==> src/hw/lacr_consts.svh <==
// Purpose: constants for the load adaptive current regulator
// Assumes: included by bare name
// Notes:   widths and encodings only, no logic
`ifndef LACR_CONSTS_SVH
`define LACR_CONSTS_SVH
`define LACR_PERIOD_W       20
`define LACR_CUR_W          5
`define LACR_LOAD_W         10
`define LACR_STEP_W         2
`define LACR_DCNT_W         5
`define LACR_CUR_MAX        5'h1F
`define LACR_DEC_N0         5'h1F
`define LACR_DEC_N1         5'h07
`define LACR_DEC_N2         5'h01
`define LACR_DEC_N3         5'h00
`define LACR_FILT_DIV       2'h3
`define LACR_RESET_UPPER    20'h00000
`define LACR_RESET_LOWER    20'h00000
`endif

==> src/hw/lacr_pkg.sv <==
// Purpose: shared types of the load adaptive current regulator
// Assumes: lacr_consts.svh present
// Notes:   types only
`include "lacr_consts.svh"
package lacr_pkg;
  typedef logic [`LACR_PERIOD_W-1:0] lacr_period_t;
  typedef logic [`LACR_CUR_W-1:0]    lacr_cur_t;
  typedef logic [`LACR_LOAD_W-1:0]   lacr_load_t;
  typedef enum logic [1:0] {
    LACR_IDLE,
    LACR_ACTIVE
  } lacr_state_t;
endpackage : lacr_pkg

==> src/hw/lacr_window.sv <==
// Purpose: velocity window decode from measured step period
// Assumes: period grows as velocity falls
// Notes:   registered outputs
`timescale 1ns/1ps
`default_nettype none
module lacr_window (
  input  wire logic                 mclk,
  input  wire logic                 rst,
  input  wire lacr_pkg::lacr_period_t measured_step_period,
  input  wire lacr_pkg::lacr_period_t regulation_low_period_threshold,
  input  wire lacr_pkg::lacr_period_t upper_period_threshold,
  output logic                      in_window,
  output logic                      above_upper
);
  import lacr_pkg::*;
  logic in_window_d;
  logic above_upper_d;
  always_comb begin
    // velocity at or above low limit means period not longer than threshold
    above_upper_d = (measured_step_period <= upper_period_threshold);
    in_window_d   = (measured_step_period <= regulation_low_period_threshold)
                    && !above_upper_d;
  end
  always_ff @(posedge mclk or posedge rst) begin
    if (rst) begin
      in_window   <= 1'b0;
      above_upper <= 1'b0;
    end else begin
      in_window   <= in_window_d;
      above_upper <= above_upper_d;
    end
  end
endmodule : lacr_window
`default_nettype wire

==> src/hw/lacr_filter.sv <==
// Purpose: measurement strobe thinning for the load filter
// Assumes: load_valid is a one-cycle pulse per measurement
// Notes:   passes every fourth strobe when enabled
`timescale 1ns/1ps
`default_nettype none
`include "lacr_consts.svh"
module lacr_filter (
  input  wire logic mclk,
  input  wire logic rst,
  input  wire logic filter_en,
  input  wire logic load_valid,
  output logic      meas_strobe
);
  import lacr_pkg::*;
  logic [1:0] cnt_q;
  logic [1:0] cnt_d;
  logic       strobe_d;
  always_comb begin
    cnt_d    = cnt_q;
    strobe_d = 1'b0;
    if (load_valid) begin
      if (!filter_en || cnt_q == `LACR_FILT_DIV) begin
        strobe_d = 1'b1;
        cnt_d    = 2'h0;
      end else begin
        cnt_d = cnt_q + 2'h1;
      end
    end
  end
  always_ff @(posedge mclk or posedge rst) begin
    if (rst) begin
      cnt_q       <= 2'h0;
      meas_strobe <= 1'b0;
    end else begin
      cnt_q       <= cnt_d;
      meas_strobe <= strobe_d;
    end
  end
endmodule : lacr_filter
`default_nettype wire

==> src/hw/lacr_top.sv <==
// Purpose: load adaptive motor current scale regulation
// Assumes: load results and step period synchronous to mclk
// Notes:   current scale code n means (n+1)/32 of full current
`timescale 1ns/1ps
`default_nettype none
`include "lacr_consts.svh"
module lacr_top (
  input  wire logic                   mclk,
  input  wire logic                   rst,
  input  wire lacr_pkg::lacr_period_t measured_step_period,
  input  wire lacr_pkg::lacr_period_t regulation_low_period_threshold,
  input  wire lacr_pkg::lacr_period_t upper_period_threshold,
  input  wire lacr_pkg::lacr_load_t   load_result,
  input  wire lacr_pkg::lacr_load_t   alt_load_result,
  input  wire logic                   load_valid,
  input  wire logic                   silent_chopper,
  input  wire logic                   filter_en,
  input  wire lacr_pkg::lacr_load_t   lower_load_threshold,
  input  wire lacr_pkg::lacr_load_t   upper_load_threshold,
  input  wire logic [1:0]             current_increment_step,
  input  wire logic [1:0]             decrement_speed,
  input  wire logic                   min_current_quarter,
  input  wire lacr_pkg::lacr_cur_t    run_current,
  input  wire lacr_pkg::lacr_cur_t    hold_current,
  input  wire logic                   standstill,
  output lacr_pkg::lacr_cur_t         actual_current,
  output lacr_pkg::lacr_cur_t         applied_current,
  output logic                        full_step_mode,
  output logic                        regulation_active
);
  import lacr_pkg::*;

  logic        in_window;
  logic        above_upper;
  logic        meas_strobe;
  lacr_state_t state_q;
  lacr_state_t state_d;
  lacr_cur_t   cur_q;
  lacr_cur_t   cur_d;
  logic [`LACR_DCNT_W-1:0] dcnt_q;
  logic [`LACR_DCNT_W-1:0] dcnt_d;
  lacr_cur_t   applied_d;
  logic        full_d;
  lacr_cur_t   floor_v;
  lacr_load_t  load_v;
  logic [`LACR_CUR_W+2:0] up_sum;
  logic [2:0]  inc_v;
  lacr_load_t  load_q;
  lacr_load_t  load_d;
  logic [1:0]  vcnt_q;
  logic [1:0]  vcnt_d;

  lacr_window u_window (
    .mclk                            (mclk),
    .rst                             (rst),
    .measured_step_period            (measured_step_period),
    .regulation_low_period_threshold (regulation_low_period_threshold),
    .upper_period_threshold          (upper_period_threshold),
    .in_window                       (in_window),
    .above_upper                     (above_upper)
  );

  lacr_filter u_filter (
    .mclk        (mclk),
    .rst         (rst),
    .filter_en   (filter_en),
    .load_valid  (load_valid),
    .meas_strobe (meas_strobe)
  );

  // measurement count needed per decrement, minus one
  function automatic logic [`LACR_DCNT_W-1:0] dec_limit(
    input logic [1:0] code
  );
    case (code)
      2'h0:    dec_limit = `LACR_DEC_N0;
      2'h1:    dec_limit = `LACR_DEC_N1;
      2'h2:    dec_limit = `LACR_DEC_N2;
      default: dec_limit = `LACR_DEC_N3;
    endcase
  endfunction : dec_limit

  // floor of regulation; ceiling is run current itself
  function automatic lacr_cur_t cur_floor(
    input lacr_cur_t run,
    input logic      quarter
  );
    cur_floor = quarter ? (run >> 2) : (run >> 1);
  endfunction : cur_floor

  always_comb begin
    state_d   = state_q;
    cur_d     = cur_q;
    dcnt_d    = dcnt_q;
    floor_v   = cur_floor(run_current, min_current_quarter);
    // hold the reading of its strobe; the inputs move on meanwhile
    load_d    = load_valid ? (silent_chopper ? alt_load_result : load_result)
                           : load_q;
    load_v    = load_q;
    // zero increment code still moves by one step
    inc_v     = {1'b0, current_increment_step} + 3'h1;
    up_sum    = {3'h0, cur_q} + {5'h00, inc_v};
    case (state_q)
      LACR_IDLE: begin
        cur_d  = run_current;
        dcnt_d = '0;
        if (in_window) begin
          state_d = LACR_ACTIVE;
        end
      end
      LACR_ACTIVE: begin
        if (!in_window) begin
          state_d = LACR_IDLE;
          cur_d   = run_current;
          dcnt_d  = '0;
        end else begin
          if (meas_strobe) begin
            if (load_v < lower_load_threshold) begin
              // step up, saturate at run current
              if (up_sum >= {3'h0, run_current}) begin
                cur_d = run_current;
              end else begin
                cur_d = up_sum[`LACR_CUR_W-1:0];
              end
              dcnt_d = '0;
            end else if (load_v > upper_load_threshold) begin
              if (dcnt_q >= dec_limit(decrement_speed)) begin
                dcnt_d = '0;
                if (cur_q > floor_v) begin
                  cur_d = cur_q - 5'h01;
                end
              end else begin
                dcnt_d = dcnt_q + 5'h01;
              end
            end
          end
          // run current lowered by software clamps at once
          if (cur_d > run_current) begin
            cur_d = run_current;
          end else if (cur_d < floor_v) begin
            cur_d = floor_v;
          end
        end
      end
      default: begin
        state_d = LACR_IDLE;
      end
    endcase
    if (state_q == LACR_ACTIVE) begin
      applied_d = cur_q;
    end else begin
      applied_d = standstill ? hold_current : run_current;
    end
    full_d = above_upper;
  end

  always_ff @(posedge mclk or posedge rst) begin
    if (rst) begin
      state_q           <= LACR_IDLE;
      cur_q             <= `LACR_CUR_MAX;
      dcnt_q            <= '0;
      load_q            <= '0;
      actual_current    <= `LACR_CUR_MAX;
      applied_current   <= `LACR_CUR_MAX;
      full_step_mode    <= 1'b0;
      regulation_active <= 1'b0;
    end else begin
      state_q           <= state_d;
      cur_q             <= cur_d;
      dcnt_q            <= dcnt_d;
      load_q            <= load_d;
      actual_current    <= applied_d;
      applied_current   <= applied_d;
      full_step_mode    <= full_d;
      regulation_active <= (state_d == LACR_ACTIVE);
    end
  end

  // checker-side count of filtered readings, wraps instead of comparing
  always_comb begin
    vcnt_d = vcnt_q;
    if (load_valid) begin
      vcnt_d = filter_en ? (vcnt_q + 2'h1) : 2'h0;
    end
  end

  always_ff @(posedge mclk or posedge rst) begin
    if (rst) begin
      vcnt_q <= 2'h0;
    end else begin
      vcnt_q <= vcnt_d;
    end
  end
endmodule : lacr_top
`default_nettype wire

==> config.mk <==
export PLATFORM = sky130hd
export DESIGN_NAME = lacr_top
export DESIGN_NICKNAME = d
export VERILOG_FILES = /design/src/hw/lacr_pkg.sv /design/src/hw/lacr_window.sv /design/src/hw/lacr_filter.sv /design/src/hw/lacr_top.sv
export VERILOG_INCLUDE_DIRS = /design/src /design/src/hw
export SDC_FILE = /design/constraint.sdc
export NUM_CORES = 1
export LEC_CHECK = 0
export BUFFER_PORTS_ARGS = -buffer_cell sky130_fd_sc_hd__buf_2
export CORE_ASPECT_RATIO = 0.8
export CORE_MARGIN = 3
export CORE_UTILIZATION = 33
export CTS_BUF_LIST = sky130_fd_sc_hd__clkbuf_16
export DETAILED_ROUTE_END_ITERATION = 7
export PLACE_DENSITY = 0.6
export RECOVER_POWER = 50
export SLEW_MARGIN = 20
export SYNTH_ARGS = -nofsm -noshare
export SYNTH_HDL_FRONTEND = slang
export SYNTH_SLANG_ARGS = --single-unit
==> constraint.sdc <==
create_clock -name mclk -period 5.5 [get_ports mclk]
set_clock_uncertainty 0.05 [all_clocks]
set_input_delay 1.65 -clock mclk [delete_from_list [all_inputs] [get_ports mclk]]
set_output_delay 1.65 -clock mclk [all_outputs]
set_load 0.02 [all_outputs]
# After elaboration in Yosys (flattened, before gate mapping)

Index checks and enable logic that the tools add are counted.

Add/subtract/negate cells: 5
$lt $le $gt $ge: 9
Equal/unequal tests: 7
Multiplexer cells: 34
Reduce and logical (&&, ||, !) cells: 8

Operator list:

| cell                                             | number |
|---|---|
| 2-to-1 mux 5 bit                                 | 23 |
| <= comparator 20 bit                             | 2 |
| one-hot mux 5 bit (2 select lines)               | 2 |
| one-hot mux 5 bit (3 select lines)               | 1 |
| > comparator 10 bit                              | 1 |
| < comparator 10 bit                              | 1 |
| 2-to-1 mux 10 bit                                | 1 |
| adder 5 x 3 -> 6 bit                             | 1 |
| == test 2 x 1 -> 1 bit, second input constant    | 3 |
| >= comparator 6 x 5 -> 1 bit                     | 1 |
| 2-to-1 mux 2 bit                                 | 3 |
| adder 5 x 1 -> 5 bit, second input constant      | 1 |
| >= comparator 5 bit                              | 1 |
| > comparator 5 x 4 -> 1 bit                      | 1 |
| > comparator 5 bit                               | 1 |
| < comparator 5 x 4 -> 1 bit                      | 1 |
| subtractor 5 x 1 -> 5 bit, second input constant | 1 |
| == test 2 bit, second input constant             | 2 |
| logical NOT 2 bit                                | 2 |
| 2-to-1 mux 4 bit                                 | 1 |
| != test 4 bit, second input constant             | 1 |
| one-hot mux 2 bit (2 select lines)               | 1 |
| adder 2 x 1 -> 3 bit, second input constant      | 1 |
| != test 3 x 2 -> 1 bit, second input constant    | 1 |
| 7 further kinds                                  | 9 |

Register bits: 34
Input bits: 121
Output and inout bits: 12
Logic and storage cells: 74

# Depth between registers and ports, before layout

Gate-level depths: netlist of run 1.

Depth after elaboration: 19
Depth in mapped cells: 21
Gate-level depth less buffers: 21

# Cells and area by module

From an unflattened synthesis of run 1, not the netlist that was laid out.

Cell total of the unflattened synthesis: 504
Area, all modules: 4199.0 µm²

By module, submodules not included:

| module      | times used | cells each | area an instance (µm²) | sequential area each (µm²) |
|---|---|---|---|---|
| lacr_top    | 1          | 347        | 2980.4                 | 738.2 |
| lacr_window | 1          | 144        | 1069.8                 | 50.0 |
| lacr_filter | 1          | 13         | 148.9                  | 75.1 |

# Worst setup path before layout of run 1

OpenSTA, ideal clock, no wires.

Path type: input port to flip-flop
Start: input current_increment_step[0]
End: register cur_q[0]
Library setup time: 0.082 ns
Arrival: 5.347 ns
Data required time: 5.368 ns
Setup slack: 0.021 ns
Stages on the path: 18
Buffers on the path: 0
Path through: inv_1 > ha_1 > fa_1 > inv_1 > ha_1 > a2111oi_0 > o311ai_2 > o2111ai_1 > o211ai_1 > ha_1 > nor2b_1 > o21a_1 > o21a_1 > o21a_1 > o22ai_1 > nand3_1 > a22o_1 > nor3_1

Word-level cells in the longest chain between the ends: 13
Elaborated cells between the ends (all ways): 14
Those cells by class: add/sub: 2; order compare: 3; mux: 9

Ends and longest elaborated chain:

| what                                 | RTL line        | source |
|---|---|---|
| start: declaration                   | lacr_top.sv:20  | `input wire logic [1:0] current_increment_step,` |
| adder 2 x 1 -> 3 bit *               | lacr_top.sv:101 | `inc_v = {1'b0, current_increment_step} + 3'h1;` |
| adder 5 x 3 -> 6 bit *               | lacr_top.sv:102 | `up_sum = {3'h0, cur_q} + {5'h00, inc_v};` |
| >= comparator 6 x 5 -> 1 bit         | lacr_top.sv:120 | `if (up_sum >= {3'h0, run_current}) begin` |
| 2-to-1 mux 5 bit *                   | lacr_top.sv:120 |  |
| 2-to-1 mux 5 bit *                   | lacr_top.sv:118 | `if (load_v < lower_load_threshold) begin` |
| 2-to-1 mux 5 bit *                   | lacr_top.sv:117 | `if (meas_strobe) begin` |
| 2-to-1 mux 5 bit *                   | lacr_top.sv:112 | `if (!in_window) begin` |
| 2-to-1 mux 5 bit *                   | lacr_top.sv:103 | `case (state_q)` |
| < comparator 5 x 4 -> 1 bit          | lacr_top.sv:140 | `end else if (cur_d < floor_v) begin` |
| 2-to-1 mux 5 bit                     | lacr_top.sv:140 |  |
| 2-to-1 mux 5 bit *                   | lacr_top.sv:138 | `if (cur_d > run_current) begin` |
| 2-to-1 mux 5 bit *                   | lacr_top.sv:112 |  |
| one-hot mux 5 bit (2 select lines) * | lacr_top.sv:103 |  |
| end signal: assignment               | lacr_top.sv:160 | `` cur_q <= `LACR_CUR_MAX; `` |
| end signal: assignment               | lacr_top.sv:169 | `cur_q <= cur_d;` |
| end: declaration                     | lacr_top.sv:38  | `lacr_cur_t cur_q;` |

Mark *: on every way between the ends. The rest lies on a longest branch, timed or not. The select of a mux whose other input is x is not followed.
A chain may end at the register's enable or synchronous reset.

# Worst setup path after layout of run 1

Start: input current_increment_step[0]
End: register cur_q[1]

The elaborated chain is that of the path after synthesis.

==> run_summary.xml, run 1 <==
<?xml version="1.0" encoding="UTF-8"?>
<metrics>
  <group name="status">
    <metric name="run_status" unit="">finished with violations</metric>
    <metric name="violations" unit="">max-capacitance violations, max-slew violations</metric>
  </group>
  <group name="grt">
    <metric name="grt_start_max_net_pins" unit="">35</metric>
    <metric name="first_pass_grt_wire_length" unit="µm">18900</metric>
    <metric name="track_usage" unit="%">16.7</metric>
    <metric name="grt_antenna_before_repair" unit="">0</metric>
    <metric name="grt_remaining_overflow" unit="">0</metric>
    <metric name="vias_in_the_first_global_route" unit="">4071</metric>
  </group>
  <group name="synthesis">
    <metric name="synth.area.mux_share" unit="%">5.68</metric>
    <metric name="synth.net_count" unit="">696</metric>
    <metric name="synthesis.instances" unit="">488</metric>
    <metric name="post_synth_fa_ha_maj_area_fraction" unit="%">26.9</metric>
    <metric name="postSynth.topFlopCell" unit="">dfrtp_1</metric>
    <metric name="synthesis.area" unit="µm²">4070</metric>
    <metric name="synth-compound-area-share" unit="%">19.9</metric>
    <metric name="postSynthRegisterBits" unit="">34</metric>
    <metric name="synth_simple_gate_area_share" unit="%">15.9</metric>
    <metric name="number_of_enable_flip_flop_cells_after_synthesis" unit="">0</metric>
    <metric name="synthesis.yosys.warnings" unit="">0</metric>
    <metric name="async_flop_share" unit="%">100</metric>
    <metric name="post_synth_xor_area_fraction" unit="%">0.860</metric>
    <metric name="netlist-cell-type-count" unit="">60</metric>
    <metric name="synth.avg_cell_area" unit="µm²">8.35</metric>
    <metric name="synth_top_family_by_area" unit="">adder cells</metric>
    <metric name="yosysSeqAreaShare" unit="%">21.2</metric>
  </group>
  <group name="power">
    <metric name="powerDensity" unit="nW/µm²">222</metric>
    <metric name="leakage_power" unit="nW">2.97</metric>
    <metric name="peakVddDrop" unit="µV">156</metric>
    <metric name="total_power" unit="W">0.00122</metric>
  </group>
  <group name="detailed_routing">
    <metric name="first_iter_violations" unit="">250</metric>
    <metric name="drt_first_pass_iters" unit="">4</metric>
    <metric name="detail_route.wl_per_cell" unit="µm">14.8</metric>
    <metric name="dr_vias_cell" unit="">5.09</metric>
    <metric name="post-route-drc-count" unit="">0</metric>
    <metric name="route.final.wire_length" unit="µm">11800</metric>
    <metric name="routed-via-count" unit="">4053</metric>
    <metric name="route.antenna.remaining_nets" unit="">0</metric>
  </group>
  <group name="floorplanning">
    <metric name="die_height" unit="µm">105</metric>
    <metric name="core_box_area" unit="µm²">11800</metric>
    <metric name="boundaryPins" unit="">133</metric>
    <metric name="placement_rows" unit="">35</metric>
    <metric name="die_area" unit="µm²">13700</metric>
    <metric name="floorplan.die.width" unit="µm">130</metric>
    <metric name="floorplan.initialDensity" unit="%">34.6</metric>
  </group>
  <group name="critical_path">
    <metric name="startpoint_type" unit="">input pin</metric>
    <metric name="crit_arrival" unit="ns">5.56</metric>
    <metric name="r2r_end" unit="">cur_q[1]</metric>
    <metric name="ff_to_ff_start" unit="">cur_q[0]</metric>
    <metric name="rrSetupSlack" unit="ns">0.69</metric>
    <metric name="endpoint_kind" unit="">flop</metric>
    <metric name="worst_r2r_path_depth" unit="">20</metric>
    <metric name="critical_path_peak_fanout" unit="">5</metric>
    <metric name="required" unit="ns">5.65</metric>
    <metric name="path_class" unit="">input pin to flop</metric>
  </group>
  <group name="clocking">
    <metric name="clk_root_buffer_cell" unit="">clkbuf_16</metric>
    <metric name="cts_tree" unit="">done</metric>
    <metric name="cts_hold_buffers" unit="">0</metric>
    <metric name="worst_skew_pair.late_latency" unit="ns">0.28</metric>
    <metric name="cts_buffers" unit="">5</metric>
    <metric name="cts_num_sinks" unit="">34</metric>
    <metric name="clk_transition_reported_paths" unit="ns">0.06</metric>
    <metric name="htree_num_levels" unit="">2</metric>
    <metric name="max-clock-path-buffers" unit="">2</metric>
  </group>
  <group name="sta">
    <metric name="finalSetupViolations" unit="">0</metric>
    <metric name="report.final.slew_viol_count" unit="">35</metric>
    <metric name="worstMarginPinSlew" unit="ns">1.93</metric>
    <metric name="min_period" unit="ns">5.41</metric>
    <metric name="timing_hold_violations_final" unit="">0</metric>
    <metric name="layout_worst_path_cycle_share" unit="%">98.3</metric>
    <metric name="grt_setup_unrepaired" unit="">yes</metric>
    <metric name="worst_slew_margin_rel" unit="%">-28.7</metric>
    <metric name="finalWorstSetupSlack" unit="ns">0.0912</metric>
    <metric name="maxClockFrequency" unit="MHz">185</metric>
    <metric name="fin_tns_setup" unit="ns">0</metric>
  </group>
  <group name="flow_run">
    <metric name="number_of_max_cap_violations" unit="">1</metric>
  </group>
  <group name="hold_path">
    <metric name="hold_sp" unit="">u_window.above_upper</metric>
    <metric name="worstHoldPathCells" unit="">0</metric>
    <metric name="min_delay_worst_endpoint" unit="">full_step_mode</metric>
    <metric name="hold_path_class" unit="">flop to flop</metric>
  </group>
  <group name="finish">
    <metric name="finish.net_count" unit="">856</metric>
    <metric name="antenna_cells_inserted" unit="">0</metric>
    <metric name="most_used_cells_in_the_layout_excluding_fill_and_tap_cells" unit="">buf_2 (131), ha_1 (82), inv_1 (78)</metric>
    <metric name="areaGrowthSynthToFinish" unit="%">35.2</metric>
    <metric name="final_layout_size_suffix_gt1_share" unit="%">34.5</metric>
    <metric name="final_std_cell_area_no_fill" unit="µm²">5510</metric>
    <metric name="layout.cells.most_common" unit="">buf_2</metric>
  </group>
  <group name="placement">
    <metric name="port_buffers" unit="">132</metric>
    <metric name="post_placement_cell_area" unit="µm²">5060</metric>
    <metric name="place_hpwl" unit="µm">9500</metric>
    <metric name="routabilityCongestion" unit="">0.959</metric>
    <metric name="preCtsSetupSlack" unit="ns">-0.427</metric>
  </group>
</metrics>
-- cell type report --
cell class / instances / area [µm²]
Clock buffer: 5 / 125
Clock inverter: 3 / 68.8
Fill cell: 1144 / 6270
Inverter: 80 / 303
Multi-Input combinational cell: 357 / 3010
Sequential cell: 34 / 863
Tap cell: 148 / 185
Timing Repair Buffer: 170 / 952
-- report_power, final --
part	internal, W	switching, W	leakage, nW	total [W]
Combinational	0.000265	0.000270	2.47	0.000535
Clock	0.000260	0.000112	0.0940	0.000372
Sequential	0.000283	0.0000310	0.398	0.000314
-- critical path: stages --
cell	delay, ns
buf_6	0.07
inv_4	0.03
ha_4	0.16
fa_2	0.56
inv_2	0.05
ha_4	0.24
a2111oi_4	0.40
o311ai_4	0.18
buf_4	0.18
o2111ai_2	0.17
o211ai_1	0.13
ha_1	0.35
nor2b_4	0.14
o21a_1	0.17
o21a_1	0.17
o21a_1	0.18
o22ai_2	0.12
nand3_2	0.15
buf_6	0.17
a211oi_1	0.18
nor3_1	0.09
-- state kept, by name (all words and copies together) (netlist names) --
register,count
applied_current,5
cur_q,5
dcnt_q,5
full_step_mode,1
load_q,10
regulation_active,1
state_q,2
u_filter.cnt_q,2
u_filter.meas_strobe,1
u_window.above_upper,1
u_window.in_window,1
-- worst max path at each step --
| stage | start | end | cells past startpoint |
|---|---|---|---|
| 6_report | current_increment_step[0] | cur_q[1] | 21 |
| 3_3_place_gp | current_increment_step[0] | cur_q[2] | 18 |
| 3_5_place_dp | current_increment_step[0] | cur_q[2] | 18 |
| 4_1_cts | current_increment_step[0] | cur_q[2] | 18 |
| 2_1_floorplan | current_increment_step[0] | cur_q[0] | 18 |
| 5_1_grt | current_increment_step[1] | cur_q[2] | 22 |
-- layer usage --
layer	wire length, µm	part of all wire (%)	track usage (%)	vias up
met1	5550	47	24.1	1822
met2	5240	44	26.7	171
met5	0	0	0	-
met4	81	0.69	2.30	0
li1	-	-	-	2051
met3	926	7.9	2.63	9
-- metrics by stage --
step	hold slack (ns)	std cells	util (%)
floorplan	0.281	488	-
global placement	0.305	781	42.9
detailed placement	0.301	781	42.9
CTS	0.318	791	45.0
global route	0.327	797	46.7
finish	0.311	797	46.7
-- cells in the mapped netlist (5+ instances only) --
master,number,share of area (%)
a211oi_1,8,1.5
a21o_1,15,2.8
a21oi_1,30,3.7
buf_4,5,0.92
clkbuf_1,9,0.83
dfrtp_1,24,15
dfstp_2,10,6.5
ha_1,86,26
inv_1,80,7.4
mux2i_1,22,5.4
nand2_1,18,1.7
nand2b_1,7,1.1
nand3_1,10,1.2
nand4_1,11,1.7
nor2_1,35,3.2
nor2b_1,11,1.7
nor3_1,8,0.98
o211ai_1,6,1.1
o21a_1,6,1.1
o21ai_0,18,2.2
-- cells by family after synthesis --
| family | after synthesis |
|---|---|
| other cells | 1 |
| simple gates | 123 |
| mux | 23 |
| flops | 34 |
| xor+xnor | 4 |
| buf+inv | 97 |
| fa+ha+maj | 87 |
| compound gates | 119 |
-- timing repair --
item,in CTS,in global routing
setup endpoints to repair,4,5
pin swaps,3,23
endpoints found under the hold margin,0,0
setup buffers,2,6
resized for setup,6,34
Note: power is estimated with default switching activity, not from simulation.
==> run 2, diff against run 1 <==
- RECOVER_POWER: 50 -> not set
==> run_summary.xml, run 2 (same netlist as run 1, synthesis figures left out) <==
<?xml version="1.0" encoding="UTF-8"?>
<metrics>
  <group name="finish">
    <metric name="final_core_utilization" unit="%">46.8</metric>
    <metric name="seqCellArea" unit="µm²">863</metric>
    <metric name="non_filler_cells_final" unit="">797</metric>
    <metric name="layout.cells.most_common" unit="">buf_2</metric>
    <metric name="largest_register_ffs" unit="">10</metric>
    <metric name="final_std_cell_area_no_fill" unit="µm²">5510</metric>
    <metric name="finish.net_count" unit="">856</metric>
    <metric name="max_flop_register" unit="">load_q</metric>
    <metric name="areaGrowthSynthToFinish" unit="%">35.3</metric>
    <metric name="multi_input_area" unit="µm²">3010</metric>
    <metric name="final_layout_size_suffix_gt1_share" unit="%">34.7</metric>
    <metric name="most_used_cells_in_the_layout_excluding_fill_and_tap_cells" unit="">buf_2 (131), ha_1 (82), inv_1 (78)</metric>
    <metric name="antenna_cells_inserted" unit="">0</metric>
    <metric name="fillCellCount" unit="">1144</metric>
  </group>
  <group name="placement">
    <metric name="port_buffers" unit="">132</metric>
    <metric name="place_hpwl" unit="µm">9500</metric>
    <metric name="routabilityCongestion" unit="">0.959</metric>
    <metric name="post_placement_cell_area" unit="µm²">5060</metric>
    <metric name="numPlacedInstances" unit="">781</metric>
  </group>
  <group name="clocking">
    <metric name="cts_num_sinks" unit="">34</metric>
    <metric name="cts_buffers" unit="">5</metric>
    <metric name="worst_skew_pair.late_latency" unit="ns">0.28</metric>
    <metric name="htree_num_levels" unit="">2</metric>
    <metric name="cts_tree" unit="">done</metric>
    <metric name="cts_hold_buffers" unit="">0</metric>
    <metric name="max-clock-path-buffers" unit="">2</metric>
    <metric name="clk_root_buffer_cell" unit="">clkbuf_16</metric>
    <metric name="clk_transition_reported_paths" unit="ns">0.06</metric>
  </group>
  <group name="power">
    <metric name="powerDensity" unit="nW/µm²">222</metric>
    <metric name="leakage_power" unit="nW">2.97</metric>
    <metric name="total_power" unit="W">0.00122</metric>
    <metric name="peakVddDrop" unit="µV">158</metric>
  </group>
  <group name="grt">
    <metric name="first_pass_grt_wire_length" unit="µm">18900</metric>
    <metric name="grt_start_max_net_pins" unit="">35</metric>
    <metric name="grt_antenna_before_repair" unit="">0</metric>
    <metric name="grt_remaining_overflow" unit="">0</metric>
    <metric name="track_usage" unit="%">16.7</metric>
    <metric name="vias_in_the_first_global_route" unit="">4071</metric>
  </group>
  <group name="detailed_routing">
    <metric name="drt_first_pass_iters" unit="">5</metric>
    <metric name="route.antenna.remaining_nets" unit="">0</metric>
    <metric name="post-route-drc-count" unit="">0</metric>
    <metric name="dr_vias_cell" unit="">5.12</metric>
    <metric name="first_iter_violations" unit="">250</metric>
    <metric name="detail_route.wl_per_cell" unit="µm">14.9</metric>
    <metric name="routed-via-count" unit="">4077</metric>
    <metric name="route.final.wire_length" unit="µm">11800</metric>
  </group>
  <group name="status">
    <metric name="run_status" unit="">finished clean</metric>
  </group>
  <group name="critical_path">
    <metric name="worst_r2r_path_depth" unit="">20</metric>
    <metric name="ff_to_ff_start" unit="">cur_q[0]</metric>
    <metric name="startpoint_type" unit="">input pin</metric>
    <metric name="path_class" unit="">input pin to flop</metric>
    <metric name="crit_arrival" unit="ns">5.56</metric>
    <metric name="r2r_end" unit="">cur_q[1]</metric>
    <metric name="rrSetupSlack" unit="ns">0.70</metric>
    <metric name="critical_path_peak_fanout" unit="">5</metric>
    <metric name="endpoint_kind" unit="">flop</metric>
    <metric name="required" unit="ns">5.65</metric>
  </group>
  <group name="sta">
    <metric name="maxClockFrequency" unit="MHz">185</metric>
    <metric name="report.final.slew_viol_count" unit="">0</metric>
    <metric name="fin_tns_setup" unit="ns">0</metric>
    <metric name="layout_worst_path_cycle_share" unit="%">98.2</metric>
    <metric name="grt_setup_unrepaired" unit="">yes</metric>
    <metric name="worstMarginPinSlew" unit="ns">0.470</metric>
    <metric name="worst_slew_margin_rel" unit="%">67.8</metric>
    <metric name="min_period" unit="ns">5.40</metric>
    <metric name="timing_hold_violations_final" unit="">0</metric>
    <metric name="finalSetupViolations" unit="">0</metric>
  </group>
  <group name="floorplanning">
    <metric name="floorplan.initialDensity" unit="%">34.6</metric>
    <metric name="die_height" unit="µm">105</metric>
    <metric name="die_area" unit="µm²">13700</metric>
    <metric name="floorplan.die.width" unit="µm">130</metric>
    <metric name="core_box_area" unit="µm²">11800</metric>
    <metric name="placement_rows" unit="">35</metric>
    <metric name="boundaryPins" unit="">133</metric>
  </group>
  <group name="hold_path">
    <metric name="hold_sp" unit="">u_window.above_upper</metric>
    <metric name="min_delay_worst_endpoint" unit="">full_step_mode</metric>
    <metric name="worstHoldPathCells" unit="">0</metric>
    <metric name="hold_path_class" unit="">flop to flop</metric>
  </group>
  <group name="flow_run">
    <metric name="number_of_max_cap_violations" unit="">0</metric>
  </group>
</metrics>
-- run 2: cell types whose count changed in the layout (fill, tap and decap cells not counted) --
cell / change
clkbuf_1: -1
buf_4: +1
-- run 2: layer usage --
metal	vias up	wire length (µm)	GRT usage [%]
met5	-	0	0
met1	1837	5580	24.1
met4	0	78	2.30
met3	9	967	2.63
li1	2052	-	-
met2	179	5220	26.7
-- run 2: timing repair --
item                                    in CTS  in global routing
endpoints found under the setup margin       4                  5
pin swaps                                    3                 23
resized for setup                            6                 34
buffers inserted                             2                  6
cloned                                       0                  0
-- run 2: power by group --
part / switching, W / leakage [nW] / internal [W]
Combinational: 0.000270 / 2.48 / 0.000265
Clock: 0.000113 / 0.0940 / 0.000260
Sequential: 0.0000308 / 0.398 / 0.000283
Total: 0.000415 / 2.97 / 0.000808
-- run 2: stage by stage --
stage | hold slack (ns) | worst slack (ns)
3_5_place_dp | 0.301 | -0.427
6_report | 0.311 | 0.0984
3_3_place_gp | 0.305 | -0.297
5_1_grt | 0.327 | -0.142
4_1_cts | 0.318 | 0.00261
2_1_floorplan | 0.281 | 0.0210
-- run 2: critical path: stages --
cell and delay [ns]:
buf_6 0.07, inv_4 0.03, ha_4 0.16, fa_2 0.56
inv_2 0.05, ha_4 0.24, a2111oi_4 0.40, o311ai_4 0.18
buf_4 0.18, o2111ai_2 0.17, o211ai_1 0.13, ha_1 0.35
nor2b_4 0.14, o21a_1 0.17, o21a_1 0.17, o21a_1 0.18
o22ai_2 0.12, nand3_2 0.15, buf_6 0.17, a211oi_1 0.18
nor3_1 0.09
-- run 2: final cells by class --
type,count,area share (%)
Clock buffer,5,2.27
Clock inverter,3,1.25
Inverter,80,5.50
Multi-Input combinational cell,357,54.6
Sequential cell,34,15.7
Tap cell,148,3.36
Timing Repair Buffer,170,17.3
-- run 2: worst max-delay path by stage --
stage,slack (ns),start,endpoint,cells after the start
2_1_floorplan,0.02,current_increment_step[0],cur_q[0],18
3_3_place_gp,-0.30,current_increment_step[0],cur_q[2],18
3_5_place_dp,-0.43,current_increment_step[0],cur_q[2],18
4_1_cts,0.003,current_increment_step[0],cur_q[2],18
5_1_grt,-0.14,current_increment_step[1],cur_q[2],22
6_report,0.1,current_increment_step[0],cur_q[1],21
